File: src/include/pldhk_defines.svh
// Constants for the programmable logic housekeeping block
`ifndef PLDHK_DEFINES_SVH
`define PLDHK_DEFINES_SVH
`define PLDHK_CLK_PERIOD_NS 5
`define PLDHK_CLEAR_TYP_NS 600
`define PLDHK_CLEAR_MAX_NS 1000
`define PLDHK_CLEAR_CYCLES (`PLDHK_CLEAR_MAX_NS / `PLDHK_CLK_PERIOD_NS)
`define PLDHK_NUM_IN 12
`define PLDHK_NUM_MC 10
`define PLDHK_SIG_BITS 64
`define PLDHK_CNT_BITS 8
`define PLDHK_MC_RESET 10'h000
`define PLDHK_SIG_RESET 64'h0000_0000_0000_0000
`endif

File: src/include/pldhk_pkg.sv
// Types for the programmable logic housekeeping block
`include "pldhk_defines.svh"
package pldhk_pkg;
   typedef logic [`PLDHK_NUM_MC-1:0] pldhk_mc_t;
   typedef logic [`PLDHK_NUM_IN-1:0] pldhk_in_t;
   typedef enum logic [0:0] {
      PLDHK_CLEARING = 1'b1,
      PLDHK_RUN = 1'b0
   } pldhk_phase_t;
   typedef struct packed {
      pldhk_phase_t phase;
      logic [`PLDHK_CNT_BITS-1:0] cnt;
      pldhk_mc_t mc;
      pldhk_mc_t outv;
      pldhk_mc_t oe_b;
      pldhk_in_t in_keep;
      pldhk_mc_t io_keep;
      logic fuse;
      logic [`PLDHK_SIG_BITS-1:0] sig;
      logic [2*`PLDHK_NUM_MC-1:0] vdata;
      logic vvalid;
      logic vrefused;
      logic prefused;
      logic pdone;
   } pldhk_state_t;
endpackage

File: src/hdl/pldhk_top.sv
// Power-up clear, preload, security, signature and pin keepers of a small PLD
// How it works
// - Supply reaching threshold clears every macrocell register low after a short delay.
// - After clearing, each output shows the level its polarity setting gives.
// - Programmer may force any chosen high or low value into each register.
// - A 64-bit user signature stays readable always, even once secured.
// - Once the security fuse is set, verify and preload are refused.
// - Undriven input and I/O pins hold their last driven level weakly.
// - Twelve inputs, ten macrocells, each registered or combinational, either polarity.
`timescale 1ns/10ps
`include "pldhk_defines.svh"
module pldhk_top
(
   input wire logic clk_sys,
   input wire logic rst_b,
   input wire logic [`PLDHK_NUM_IN-1:0] in_pin,
   input wire logic [`PLDHK_NUM_IN-1:0] in_driven,
   input wire logic [`PLDHK_NUM_MC-1:0] io_in,
   input wire logic [`PLDHK_NUM_MC-1:0] io_driven,
   input wire logic [`PLDHK_NUM_MC-1:0] mc_sum,
   input wire logic [`PLDHK_NUM_MC-1:0] mc_oe,
   input wire logic [`PLDHK_NUM_MC-1:0] cfg_registered,
   input wire logic [`PLDHK_NUM_MC-1:0] cfg_active_high,
   input wire logic preload_req,
   input wire logic [`PLDHK_NUM_MC-1:0] preload_mask,
   input wire logic [`PLDHK_NUM_MC-1:0] preload_val,
   input wire logic verify_req,
   input wire logic fuse_prog,
   input wire logic fuse_erase,
   input wire logic sig_wr,
   input wire logic [`PLDHK_SIG_BITS-1:0] sig_wr_data,
   output logic [`PLDHK_NUM_MC-1:0] io_out,
   output logic [`PLDHK_NUM_MC-1:0] io_oe_b,
   output logic [`PLDHK_NUM_MC-1:0] mc_q,
   output logic [`PLDHK_NUM_IN-1:0] in_kept,
   output logic [`PLDHK_NUM_MC-1:0] io_kept,
   output logic clearing,
   output logic secured,
   output logic [`PLDHK_SIG_BITS-1:0] sig_rd,
   output logic [2*`PLDHK_NUM_MC-1:0] verify_data,
   output logic verify_valid,
   output logic verify_refused,
   output logic preload_done,
   output logic preload_refused
);

   localparam logic [`PLDHK_CNT_BITS-1:0] CLEAR_LAST =
      `PLDHK_CNT_BITS'(`PLDHK_CLEAR_CYCLES - 1);

   pldhk_pkg::pldhk_state_t st_q;
   pldhk_pkg::pldhk_state_t st_d;

   // Pin level after the output polarity stage
   function automatic pldhk_pkg::pldhk_mc_t apply_polarity(
      input pldhk_pkg::pldhk_mc_t v,
      input pldhk_pkg::pldhk_mc_t act_high);
      apply_polarity = v ^ ~act_high;
   endfunction

   // Next state
   always_comb
   begin
      pldhk_pkg::pldhk_mc_t comb_v;
      comb_v = '0;
      st_d = st_q;
      st_d.vvalid = 1'b0;
      st_d.vrefused = 1'b0;
      st_d.prefused = 1'b0;
      st_d.pdone = 1'b0;
      // Clear interval holds registers low and ignores clock activity
      if (st_q.phase == pldhk_pkg::PLDHK_CLEARING)
      begin
         st_d.mc = `PLDHK_MC_RESET;
         if (st_q.cnt == CLEAR_LAST)
         begin
            st_d.phase = pldhk_pkg::PLDHK_RUN;
         end
         else
         begin
            st_d.cnt = st_q.cnt + `PLDHK_CNT_BITS'(1);
         end
      end
      else if (preload_req)
      begin
         // Preload wins over the normal clocked load
         if (st_q.fuse)
         begin
            st_d.prefused = 1'b1;
         end
         else
         begin
            st_d.mc = (st_q.mc & ~preload_mask) | (preload_val & preload_mask);
            st_d.pdone = 1'b1;
         end
      end
      else
      begin
         st_d.mc = mc_sum;
      end
      // Registered or combinational macrocell, then polarity
      for (int i = 0; i < `PLDHK_NUM_MC; i++)
      begin
         comb_v[i] = cfg_registered[i] ? st_d.mc[i] : mc_sum[i];
      end
      if (st_q.phase == pldhk_pkg::PLDHK_CLEARING)
      begin
         comb_v = st_d.mc;
      end
      st_d.outv = apply_polarity(comb_v, cfg_active_high);
      st_d.oe_b = (st_q.phase == pldhk_pkg::PLDHK_RUN) ? ~mc_oe : '1;
      // Keepers follow the driven level, hold it otherwise
      for (int i = 0; i < `PLDHK_NUM_IN; i++)
      begin
         st_d.in_keep[i] = in_driven[i] ? in_pin[i] : st_q.in_keep[i];
      end
      for (int i = 0; i < `PLDHK_NUM_MC; i++)
      begin
         if (!st_q.oe_b[i])
         begin
            st_d.io_keep[i] = st_q.outv[i];
         end
         else if (io_driven[i])
         begin
            st_d.io_keep[i] = io_in[i];
         end
      end
      // Pattern verify, blocked once secured
      if (verify_req)
      begin
         if (st_q.fuse)
         begin
            st_d.vrefused = 1'b1;
         end
         else
         begin
            st_d.vdata = {cfg_active_high, cfg_registered};
            st_d.vvalid = 1'b1;
         end
      end
      // Fuse takes effect on the next cycle; programming wins over erase
      if (fuse_prog)
      begin
         st_d.fuse = 1'b1;
      end
      else if (fuse_erase)
      begin
         st_d.fuse = 1'b0;
      end
      // Signature is writable and readable regardless of the fuse
      if (sig_wr)
      begin
         st_d.sig = sig_wr_data;
      end
   end

   // State register, cleared without a clock at power-up
   always_ff @(posedge clk_sys or negedge rst_b)
   begin
      if (!rst_b)
      begin
         st_q <= '0;
         st_q.phase <= pldhk_pkg::PLDHK_CLEARING;
         st_q.mc <= `PLDHK_MC_RESET;
         st_q.oe_b <= '1;
         st_q.sig <= `PLDHK_SIG_RESET;
      end
      else
      begin
         st_q <= st_d;
      end
   end

   // Outputs straight from the state register
   assign io_out = st_q.outv;
   assign io_oe_b = st_q.oe_b;
   assign mc_q = st_q.mc;
   assign in_kept = st_q.in_keep;
   assign io_kept = st_q.io_keep;
   assign clearing = 1'(st_q.phase); // Phase code is high while clearing
   assign secured = st_q.fuse;
   assign sig_rd = st_q.sig;
   assign verify_data = st_q.vdata;
   assign verify_valid = st_q.vvalid;
   assign verify_refused = st_q.vrefused;
   assign preload_done = st_q.pdone;
   assign preload_refused = st_q.prefused;
endmodule // pldhk_top

File: config.mk
export PLATFORM = sky130hd
export DESIGN_NAME = pldhk_top
export DESIGN_NICKNAME = d
export VERILOG_FILES = /design/src/include/pldhk_pkg.sv /design/src/hdl/pldhk_top.sv
export VERILOG_INCLUDE_DIRS = /design/src /design/src/include
export SDC_FILE = /design/constraint.sdc
export NUM_CORES = 1
export LEC_CHECK = 0
export ABC_AREA = 1
export BUFFER_PORTS_ARGS = -buffer_cell sky130_fd_sc_hd__clkbuf_2
export CORE_UTILIZATION = 25
export CTS_CLUSTER_DIAMETER = 150
export DETAILED_ROUTE_END_ITERATION = 16
export SLEW_MARGIN = 10
export SYNTH_ARGS = -nofsm -noshare
export SYNTH_HDL_FRONTEND = slang
export SYNTH_SLANG_ARGS = --single-unit
export TNS_END_PERCENT = 10
File: constraint.sdc
create_clock -name clk_sys -period 1.5 [get_ports clk_sys]
set_input_delay 0.3 -clock clk_sys [delete_from_list [all_inputs] [get_ports clk_sys]]
set_output_delay 0.3 -clock clk_sys [all_outputs]
set_load 0.01 [all_outputs]
==> flow_metrics.tcl, run 1 <==
set metrics [dict create \
    holdWs_ps 51.71 \
    initial_core_util_pct 25.41 \
    final_common_cell "clkbuf_2" \
    fin_skew_ps 13.60 \
    cts_tree "done" \
    regArea_um2 3771 \
    final.min_clock_period_ps 1451 \
    top_usage_layer "met2" \
    dieWidth_um 172.8 \
    io_buffers 316 \
    multiInputGateArea_um2 2161 \
    synth_fp_nets 883 \
    rows 62 \
    dp.cells 1271 \
    wirelength_um 18130 \
    dieHeight_um 172.8 \
    dieArea_um2 29870 \
    hold_class "in2reg" \
    worstPathCellList "buf_8" \
    leakagePower_uw 0.004801 \
    slew_violations 0 \
    drcViolationCount 0 \
    cts_root_buf "clkbuf_16" \
    cp_max_fo 2 \
    clock_path_buffers 2 \
    finalSetupViolations 0 \
    yosysWarnings 0 \
    grt_pass1_wl_um 28810 \
    syn_area_per_cell_um2 10.32 \
    path_delay_family "flip-flops" \
    cp-start-kind "register" \
    syn2layout_area_growth_pct 25.25 \
    fillers 2971 \
    place_area_um2 8429 \
    synth_seq_cells 150 \
    status "complete, no violations" \
    relSlewSlack_pct 70.03 \
    layout-drive-gt1-share_pct 51.18 \
    antenna_found_initial 2 \
    synthArstFlopShare_pct 100.0 \
    clk_pin_slew_ps 70 \
    crit_buf_inv 1 \
    hold_violations 0 \
    yosys_most_used_dff "dfrtp_1" \
    end_kind "output pin" \
    ir_drop_uv 700.2 \
    use_met3_pct 4.266 \
    grt_usage_pct 12.42 \
    final_nets 1095 \
    use_met2_pct 20.11 \
    fin_cells 1318 \
    grt_pass1_vias 5287 \
    drt_iter0_markers 165 \
    crit_slowest_cell "dfstp_4" \
    cts.sinks 150 \
    insertion_delay_ps 420 \
    grt_remaining_overflow 0 \
    total_power_uw 10620 \
    synth_edf_count 0 \
    max_freq_mhz 689.3 \
    io_pins 317 \
    gp_congestion 0.8049 \
    critical_path.max_stage_delay_ps 630 \
    ant_nets 0 \
    wl_per_cell_um 13.76 \
    met1_usage_pct 15.24 \
    grt_max_degree 53 \
    drtPass1Iterations 4 \
    grt_setup_unrepaired "yes" \
    yosysUniqueCellTypes 31 \
    period_share_pct 96.71 \
    crit_arrival_ps 1150 \
    power_density_nw_per_um2 1163 \
    final_cell_mix "314 x clkbuf_2, 152 x nand2_1, 139 x dfrtp_1" \
    hpwl_um 14320 \
    worstSetupPathType "reg2out" \
    syn_inst 707 \
    syn_area_um2 7294 \
    vias 5268 \
    cp.required_ps 1200 \
    cts_buffers 17 \
    core_um2 28700 \
    design_area_um2 9136 \
    drv_cap 0 \
    worstMarginPinSlew_ps 449.0 \
    drt-vias-per-instance 3.997 \
    yosysSeqAreaShare_pct 51.65 \
    htreeDepth 4 \
]
## per-layer routing
metal / wire, um / part of all wire [%] / vias up
met3: 1407 / 7.8 / 10
met5: 0 / 0 / -
met1: 7910 / 44 / 2477
met4: 223 / 1.2 / 0
met2: 8594 / 47 / 226
li1: - / - / 2555
## timing repair
item                                   in CTS  in global routing
setup endpoints to repair                   1                  3
hold buffers                               11                  0
resized for setup                           2                  2
endpoints found under the hold margin      31                  0
setup buffers                               1                  1
## area by class of cell
cell class	count	share of cell area, %
well taps	384	5.259
clock inverters	10	1.191
diodes	2	0.05478
multi-input cells	351	23.65
inverters	52	2.164
flip-flops and latches	150	41.28
clock buffers	22	4.971
repair buffers	347	21.43
## state kept, by name, summed over array words and instances, names as in the netlist
signal           flops
sig_rd              64
verify_data         20
in_kept             12
io_kept             10
io_oe_b             10
io_out              10
mc_q                10
st_q                 8
clearing             1
preload_done         1
preload_refused      1
secured              1
verify_refused       1
verify_valid         1
## cells by family after synthesis
| kind of cell | synth area share (%) |
|---|---|
| XOR/XNOR | 0.6005 |
| adder cells (fa/ha/maj) | 0.1715 |
| flip-flops | 51.65 |
| buffers and inverters | 18.73 |
| AO/OA/AOI/OAI | 2.590 |
| AND/OR/NAND/NOR | 14.53 |
| multiplexers | 11.73 |
## path summary, 6_finish.rpt
check / from / to / slack (ps) / cells past startpoint
hold reg to reg: verify_data[16] / verify_data[16] / 490 / 2
min in group asynchronous: rst_b / sig_rd[31] / 300 / 2
max in group asynchronous: rst_b / sig_rd[35] / 580 / 4
hold / removal: fuse_erase / secured / 50 / 2
setup reg to reg: st_q[141] / st_q[144] / 170 / 7
setup / recovery: clearing / clearing / 50 / 1
## report_power, final
group          switching (uW)  internal, uW  total, uW
combinational             894           822       1720
clock                    1700          2480       4190
sequential                259          4460       4720
## metrics by stage
stage	worst slack (ps)	TNS, ps	util (%)
2_1_floorplan	217.2	0	-
3_3_place_gp	137.5	0	29.37
3_5_place_dp	133.6	0	29.37
4_1_cts	-16.94	-16.94	31.78
5_1_grt	-9.436	-9.436	31.83
6_report	49.33	0	31.83
## Yosys cell counts (all sizes together) (4+ instances only)
master	instances	area (um2)
inv	51	193.9
nor2	32	122.6
dfrtp	139	3478
nor3	4	30.03
a21oi	10	50.05
buf	152	1160
nand2	154	588.1
dfstp	11	289.0
a31oi	10	62.56
o21ai	13	68.82
nand3	42	300.3
mux2	76	855.8
No activity file was read; power rests on OpenSTA's default activity.
==> inputs of run 2 (changes only) <==
--- a/config.mk
+++ b/config.mk
@@ -11,6 +11,7 @@
 export CORE_UTILIZATION = 25
 export CTS_CLUSTER_DIAMETER = 150
 export DETAILED_ROUTE_END_ITERATION = 16
+export GPL_TIMING_DRIVEN = 0
 export SLEW_MARGIN = 10
 export SYNTH_ARGS = -nofsm -noshare
 export SYNTH_HDL_FRONTEND = slang
==> run 2 against run 1 <==
  * Clock skew fell by 3.1 ps
  * Largest power group unchanged
  * Sequential share of layout area fell by 4.3 points
  * Combinational power rose by 34%
  * Setup slack got worse by 8.4 ps
  * Worst hold slack improved by 17 ps
  * Power rose by 8.8%
  * Fmax fell by 0.58%
  * Clock power rose by 9.1%
  * Non-clock buffer count rose by 133
  * Register-to-register slack got worse by 40 ps
  * Final cell count rose by 9.9%
==> flow_metrics.tcl, run 2 (synthesis gave the netlist of run 1 again) <==
set metrics [dict create \
    status "complete, no violations" \
    cts.sinks 150 \
    largest_reg_flops 64 \
    syn2layout_area_growth_pct 39.85 \
    hold_violations 0 \
    cp-start-kind "register" \
    max_freq_mhz 685.4 \
    drtPass1Iterations 4 \
    hpwl_um 15150 \
    final_common_cell "clkbuf_2" \
    total_power_uw 11560 \
    antenna_cells 0 \
    worstSetupPathType "reg2out" \
    final_nets 1228 \
    gp_congestion 0.7935 \
    hold_class "in2reg" \
    regArea_um2 3767 \
    end_kind "output pin" \
    worstReg2RegStart "clearing" \
    layout-drive-gt1-share_pct 57.75 \
    dieHeight_um 172.8 \
    r2r_cells 4 \
    fin_skew_ps 10.50 \
    drcViolationCount 0 \
    wl_per_cell_um 13.16 \
    dp.cells 1407 \
    ant_nets 0 \
    post_cts_buffers 0 \
    io_buffers 315 \
    grt_setup_unrepaired "yes" \
    io_pins 317 \
    cts_buffers 17 \
    drt_iter0_markers 152 \
    final.min_clock_period_ps 1459 \
    cts_root_buf "clkbuf_16" \
    grt_remaining_overflow 0 \
    cp_max_fo 3 \
    final_core_util_pct 35.54 \
    insertion_delay_ps 420 \
    antenna_found_initial 1 \
    worstMarginPinSlew_ps 706.4 \
    initial_core_util_pct 25.41 \
    multiInputGateArea_um2 2163 \
    clock_path_buffers 2 \
    worstSetupStartpoint "io_oe_b[6]" \
    grt_max_degree 86 \
    grt_usage_pct 13.19 \
    crit_arrival_ps 1160 \
    worstHoldPathCells 2 \
    place_area_um2 9388 \
    clk_pin_slew_ps 60 \
    leakagePower_uw 0.005466 \
    min-delay-start "mc_oe[6]" \
    drv_cap 0 \
    vias 5713 \
    slew_violations 0 \
    fin_cells 1449 \
    dieWidth_um 172.8 \
    dieArea_um2 29870 \
    grt_pass1_vias 5685 \
    core_um2 28700 \
    cp.required_ps 1200 \
    rows 62 \
    period_share_pct 97.27 \
    power_density_nw_per_um2 1133 \
    htreeDepth 4 \
    final_cell_mix "305 x clkbuf_2, 152 x nand2_1, 139 x dfrtp_1" \
    finalSetupViolations 0 \
    grt_pass1_wl_um 30650 \
    drt-vias-per-instance 3.943 \
    ir_drop_uv 734.9 \
    design_area_um2 10200 \
    relSlewSlack_pct 52.91 \
    cts_tree "done" \
    wirelength_um 19070 \
    fillers 2952 \
]
==> run 2: cell count changes in the layout (fill, tap and decap cells not counted), sizes merged <==
cell | before | now
diode | 2 | 0
dlygate4sd3 | 11 | 10
bufinv | 2 | 4
clkinv | 7 | 5
buf | 22 | 163
clkinvlp | 2 | 4
clkbuf | 336 | 327
==> run 2: metal layers <==
metal | wire, um | global-route usage, % | vias to the layer above
met5 | 11 | 0 | -
met4 | 194 | 3.872 | 2
met3 | 1295 | 4.024 | 15
met2 | 9407 | 22.46 | 228
met1 | 8159 | 15.98 | 2642
li1 | - | - | 2826
==> run 2: final cells by class <==
cell class                 instances  share of cell area [%]
timing repair buffer             326                   17.37
inverter                          52                   1.950
multi-input combinational        351                   21.21
clock inverter                    12                   1.742
clock buffer                      20                   4.379
sequential                       150                   36.93
buffer                           154                   11.71
tap                              384                   4.710
==> run 2: power by group <==
group          switching (uW)  internal, uW  total [uW]
Sequential                228          4460        4690
Clock                    1740          2830        4570
Combinational            1020          1280        2300
==> run 2: final timing paths <==
kind	slack [ps]	to
setup / recovery	40	io_oe_b[6]
setup reg to reg	130	io_oe_b[6]
max in group asynchronous	210	io_oe_b[1]
hold reg to reg	480	verify_data[0]
hold / removal	70	io_oe_b[6]
min in group asynchronous	480	in_kept[6]
==> run 2: what timing repair did <==
item,in CTS,in global routing
resized for setup,13,17
setup endpoints to repair,19,21
hold buffers,10,0
hold endpoints to repair,87,0
==> run 2: stage by stage <==
| step | TNS, ps | hold WS (ps) | setup slack [ps] |
|---|---|---|---|
| 2_1_floorplan | 0 | 4.409 | 217.2 |
| 3_3_place_gp | -381040 | 427.8 | -2622 |
| 5_1_grt | -16.20 | 64.14 | -15.01 |
| 3_5_place_dp | -1748 | 396.9 | -318.1 |
| 6_report | 0 | 68.23 | 40.90 |
| 4_1_cts | 0 | 52.18 | 0.4273 |
==> run 2: critical path: stages (launching register included) <==
cell	delay [ps]
dfstp_2	550
buf_6	100
buf_6	90
==> inputs of run 3 (changes only) <==
--- a/config.mk
+++ b/config.mk
@@ -6,10 +6,10 @@
 export SDC_FILE = /design/constraint.sdc
 export NUM_CORES = 1
 export LEC_CHECK = 0
-export ABC_AREA = 1
 export BUFFER_PORTS_ARGS = -buffer_cell sky130_fd_sc_hd__clkbuf_2
 export CORE_UTILIZATION = 25
 export CTS_CLUSTER_DIAMETER = 150
+export CTS_CLUSTER_SIZE = 10
 export DETAILED_ROUTE_END_ITERATION = 16
 export GPL_TIMING_DRIVEN = 0
 export SLEW_MARGIN = 10
==> run 3 against run 2 <==
  * The run now ends with negative setup slack left
  * Sequential share of layout area grew 0.88 points
  * Largest cell class unchanged
  * Combinational power increased by 3%
  * Core utilization up 1.2 points
  * Register-to-register slack worse by 190 ps
  * Worst hold slack got worse by 46 ps
  * Non-clock buffer count is 2 higher
  * Fmax is 6.3% lower
==> flow_metrics.tcl, run 3 <==
set metrics [dict create \
    post-synth-top-count-cell "dfrtp_1" \
    cp.depth 5 \
    syn_area_um2 6950 \
    worstSetupStartpoint "secured" \
    synth_common_cells "139 x dfrtp_1, 138 x buf_4, 96 x mux2_2" \
    drt_iter0_markers 148 \
    maxUsedRoutingLayer "met4" \
    syn2layout_area_growth_pct 43.40 \
    yosysWarnings 0 \
    final_cell_mix "305 x clkbuf_2, 138 x dfrtp_1, 137 x buf_4" \
    crit_arrival_ps 1870 \
    r2r_cells 5 \
    worstReg2RegStart "secured" \
    drtPass1Iterations 4 \
    leakagePower_uw 0.004969 \
    initial_core_util_pct 25.65 \
    htreeDepth 4 \
    vias 4999 \
    grt_pass1_wl_um 27390 \
    fillers 2711 \
    crit_slowest_cell "dfrtp_2" \
    dr_wl_met2_um 8521 \
    cts_tree "done" \
    drv_cap 0 \
    min-delay-start "mc_oe[5]" \
    end_kind "register" \
    cts_root_buf "clkbuf_16" \
    final_common_cell "clkbuf_2" \
    wirelength_um 17890 \
    met1Wirelength_um 7750 \
    synth_edf_count 0 \
    finalSetupViolations 2 \
    synth_seq_cells 150 \
    pre_cts_ws_ps -500.4 \
    io_buffers 315 \
    design_area_um2 9967 \
    setup_slack_ps -57.85 \
    layout-drive-gt1-share_pct 70.38 \
    gp_congestion 0.8083 \
    rows 60 \
    synthArstFlopShare_pct 100.0 \
    insertion_delay_ps 410 \
    wl_met3_um 1343 \
    cp.required_ps 1810 \
    max_freq_mhz 641.9 \
    worstMarginPinSlew_ps 619.5 \
    cp-start-kind "register" \
    final.min_clock_period_ps 1558 \
    power_density_nw_per_um2 1162 \
    syn_inst 538 \
    dp.cells 1226 \
    cp_max_fo 10 \
    synth_fp_nets 714 \
    relSlewSlack_pct 58.70 \
    cts.sinks 150 \
    period_share_pct 103.9 \
    status "complete, but fails checks" \
    clk_pin_slew_ps 60 \
    grt_usage_pct 12.57 \
    io_pins 317 \
    syn_area_per_cell_um2 12.92 \
    hold_violations 0 \
    clock_path_buffers 2 \
    antenna_found_initial 1 \
    critical_path.max_stage_delay_ps 450 \
    grt_max_degree 87 \
    path_delay_family "flip-flops" \
    violations "negative setup slack" \
    worstPathCellList "buf_12 -> nor2b_4 -> mux2i_2 -> a311oi_2 -> xnor2_1" \
    slew_violations 0 \
    ir_drop_uv 567.5 \
    crit_buf_inv 1 \
    hold_class "in2reg" \
    hpwl_um 13510 \
    dieHeight_um 168.7 \
    fin_cells 1271 \
    yosysUniqueCellTypes 32 \
    place_area_um2 9029 \
    grt_setup_unrepaired "yes" \
    grt_pass1_vias 5132 \
    cts_buffers 17 \
    yosys_most_used_dff "dfrtp_1" \
    wl_per_cell_um 14.07 \
    ant_nets 0 \
    yosys.area.top_type_share_pct 50.05 \
    fin_skew_ps 13.71 \
    ff2ff_setup_slack_ps -60 \
    core_um2 27100 \
    grt_remaining_overflow 0 \
    worstSetupPathType "reg2reg" \
    worstReg2RegEnd "io_out[5]" \
    yosys.area.top_type "dfrtp_1" \
    dieArea_um2 28470 \
    final_nets 1061 \
    drcViolationCount 0 \
    yosysSeqAreaShare_pct 54.20 \
    critPathCapture "io_out[5]" \
    largest_reg_flops 64 \
    drt-vias-per-instance 3.933 \
    dieWidth_um 168.7 \
    synth_area_leaders "dfrtp_1 50%, mux2_2 16%, buf_4 15%" \
]
==> run 3: layer usage <==
metal  track usage, %  vias up
met3            4.092       16
li1                 -     2395
met2            20.73      221
met5                0        -
met4            5.020        0
met1            15.11     2367
==> run 3: power by group <==
group          switching [uW]  internal, uW
clock                    1840          2650
combinational             971          1400
sequential                235          4490
==> run 3: what timing repair did <==
action / CTS / global route
buffers inserted: 0 / 3
endpoints found under the setup margin: 59 / 51
hold buffers: 9 / 0
gates resized for setup: 31 / 24
pin swaps: 1 / 4
cloned: 0 / 0
hold endpoints to repair: 68 / 0
==> run 3: logic make-up after synthesis <==
logic type                 share of synthesized area [%]
and+or+nand+nor                                    4.825
xor gates and xnor gates                           1.890
muxes                                              18.60
AOI/OAI and AO/OA                                  4.158
adders and majority gates                         0.1800
DFF                                                54.20
buffers and inverters                              16.15
==> run 3: through the flow <==
stage,hold slack (ps),utilization (%),TNS [ps],total power (uW)
2_1_floorplan,4.409,-,0,6119
4_1_cts,8.717,36.30,-911.9,11780
6_report,22.54,36.78,-105.1,11580
3_3_place_gp,433.3,33.18,-415720,7075
3_5_place_dp,333.7,33.31,-15020,7117
5_1_grt,3.772,36.78,-781.6,12200
==> run 3: worst reg2reg max path: stages (launching register included) <==
cell and delay (ps):
dfrtp_2 450, buf_12 170, nor2b_4 120, mux2i_2 260, a311oi_2 150, xnor2_1 310
==> run 3: worst min-delay path by stage <==
stage / endpoint / cells after the start
after floorplan: in_kept[0] / 0
after global placement: io_oe_b[8] / 2
after detailed placement: mc_q[6] / 1
after CTS: io_oe_b[5] / 2
after global routing: io_oe_b[5] / 2
final: io_oe_b[5] / 2
==> run 3: area by class of cell <==
| class | instances | area [um2] | share of cell area (%) |
|---|---|---|---|
| flip-flops and latches | 150 | 3769 | 37.81 |
| multi-input cells | 232 | 2173 | 21.81 |
| repair buffers | 328 | 1784 | 17.90 |
| plain buffers | 154 | 1160 | 11.64 |
| well taps | 372 | 465.4 | 4.670 |
| clock buffers | 19 | 432.9 | 4.343 |
| clock inverters | 13 | 172.7 | 1.732 |
| inverters | 2 | 7.507 | 0.07532 |
| diodes | 1 | 2.502 | 0.02511 |
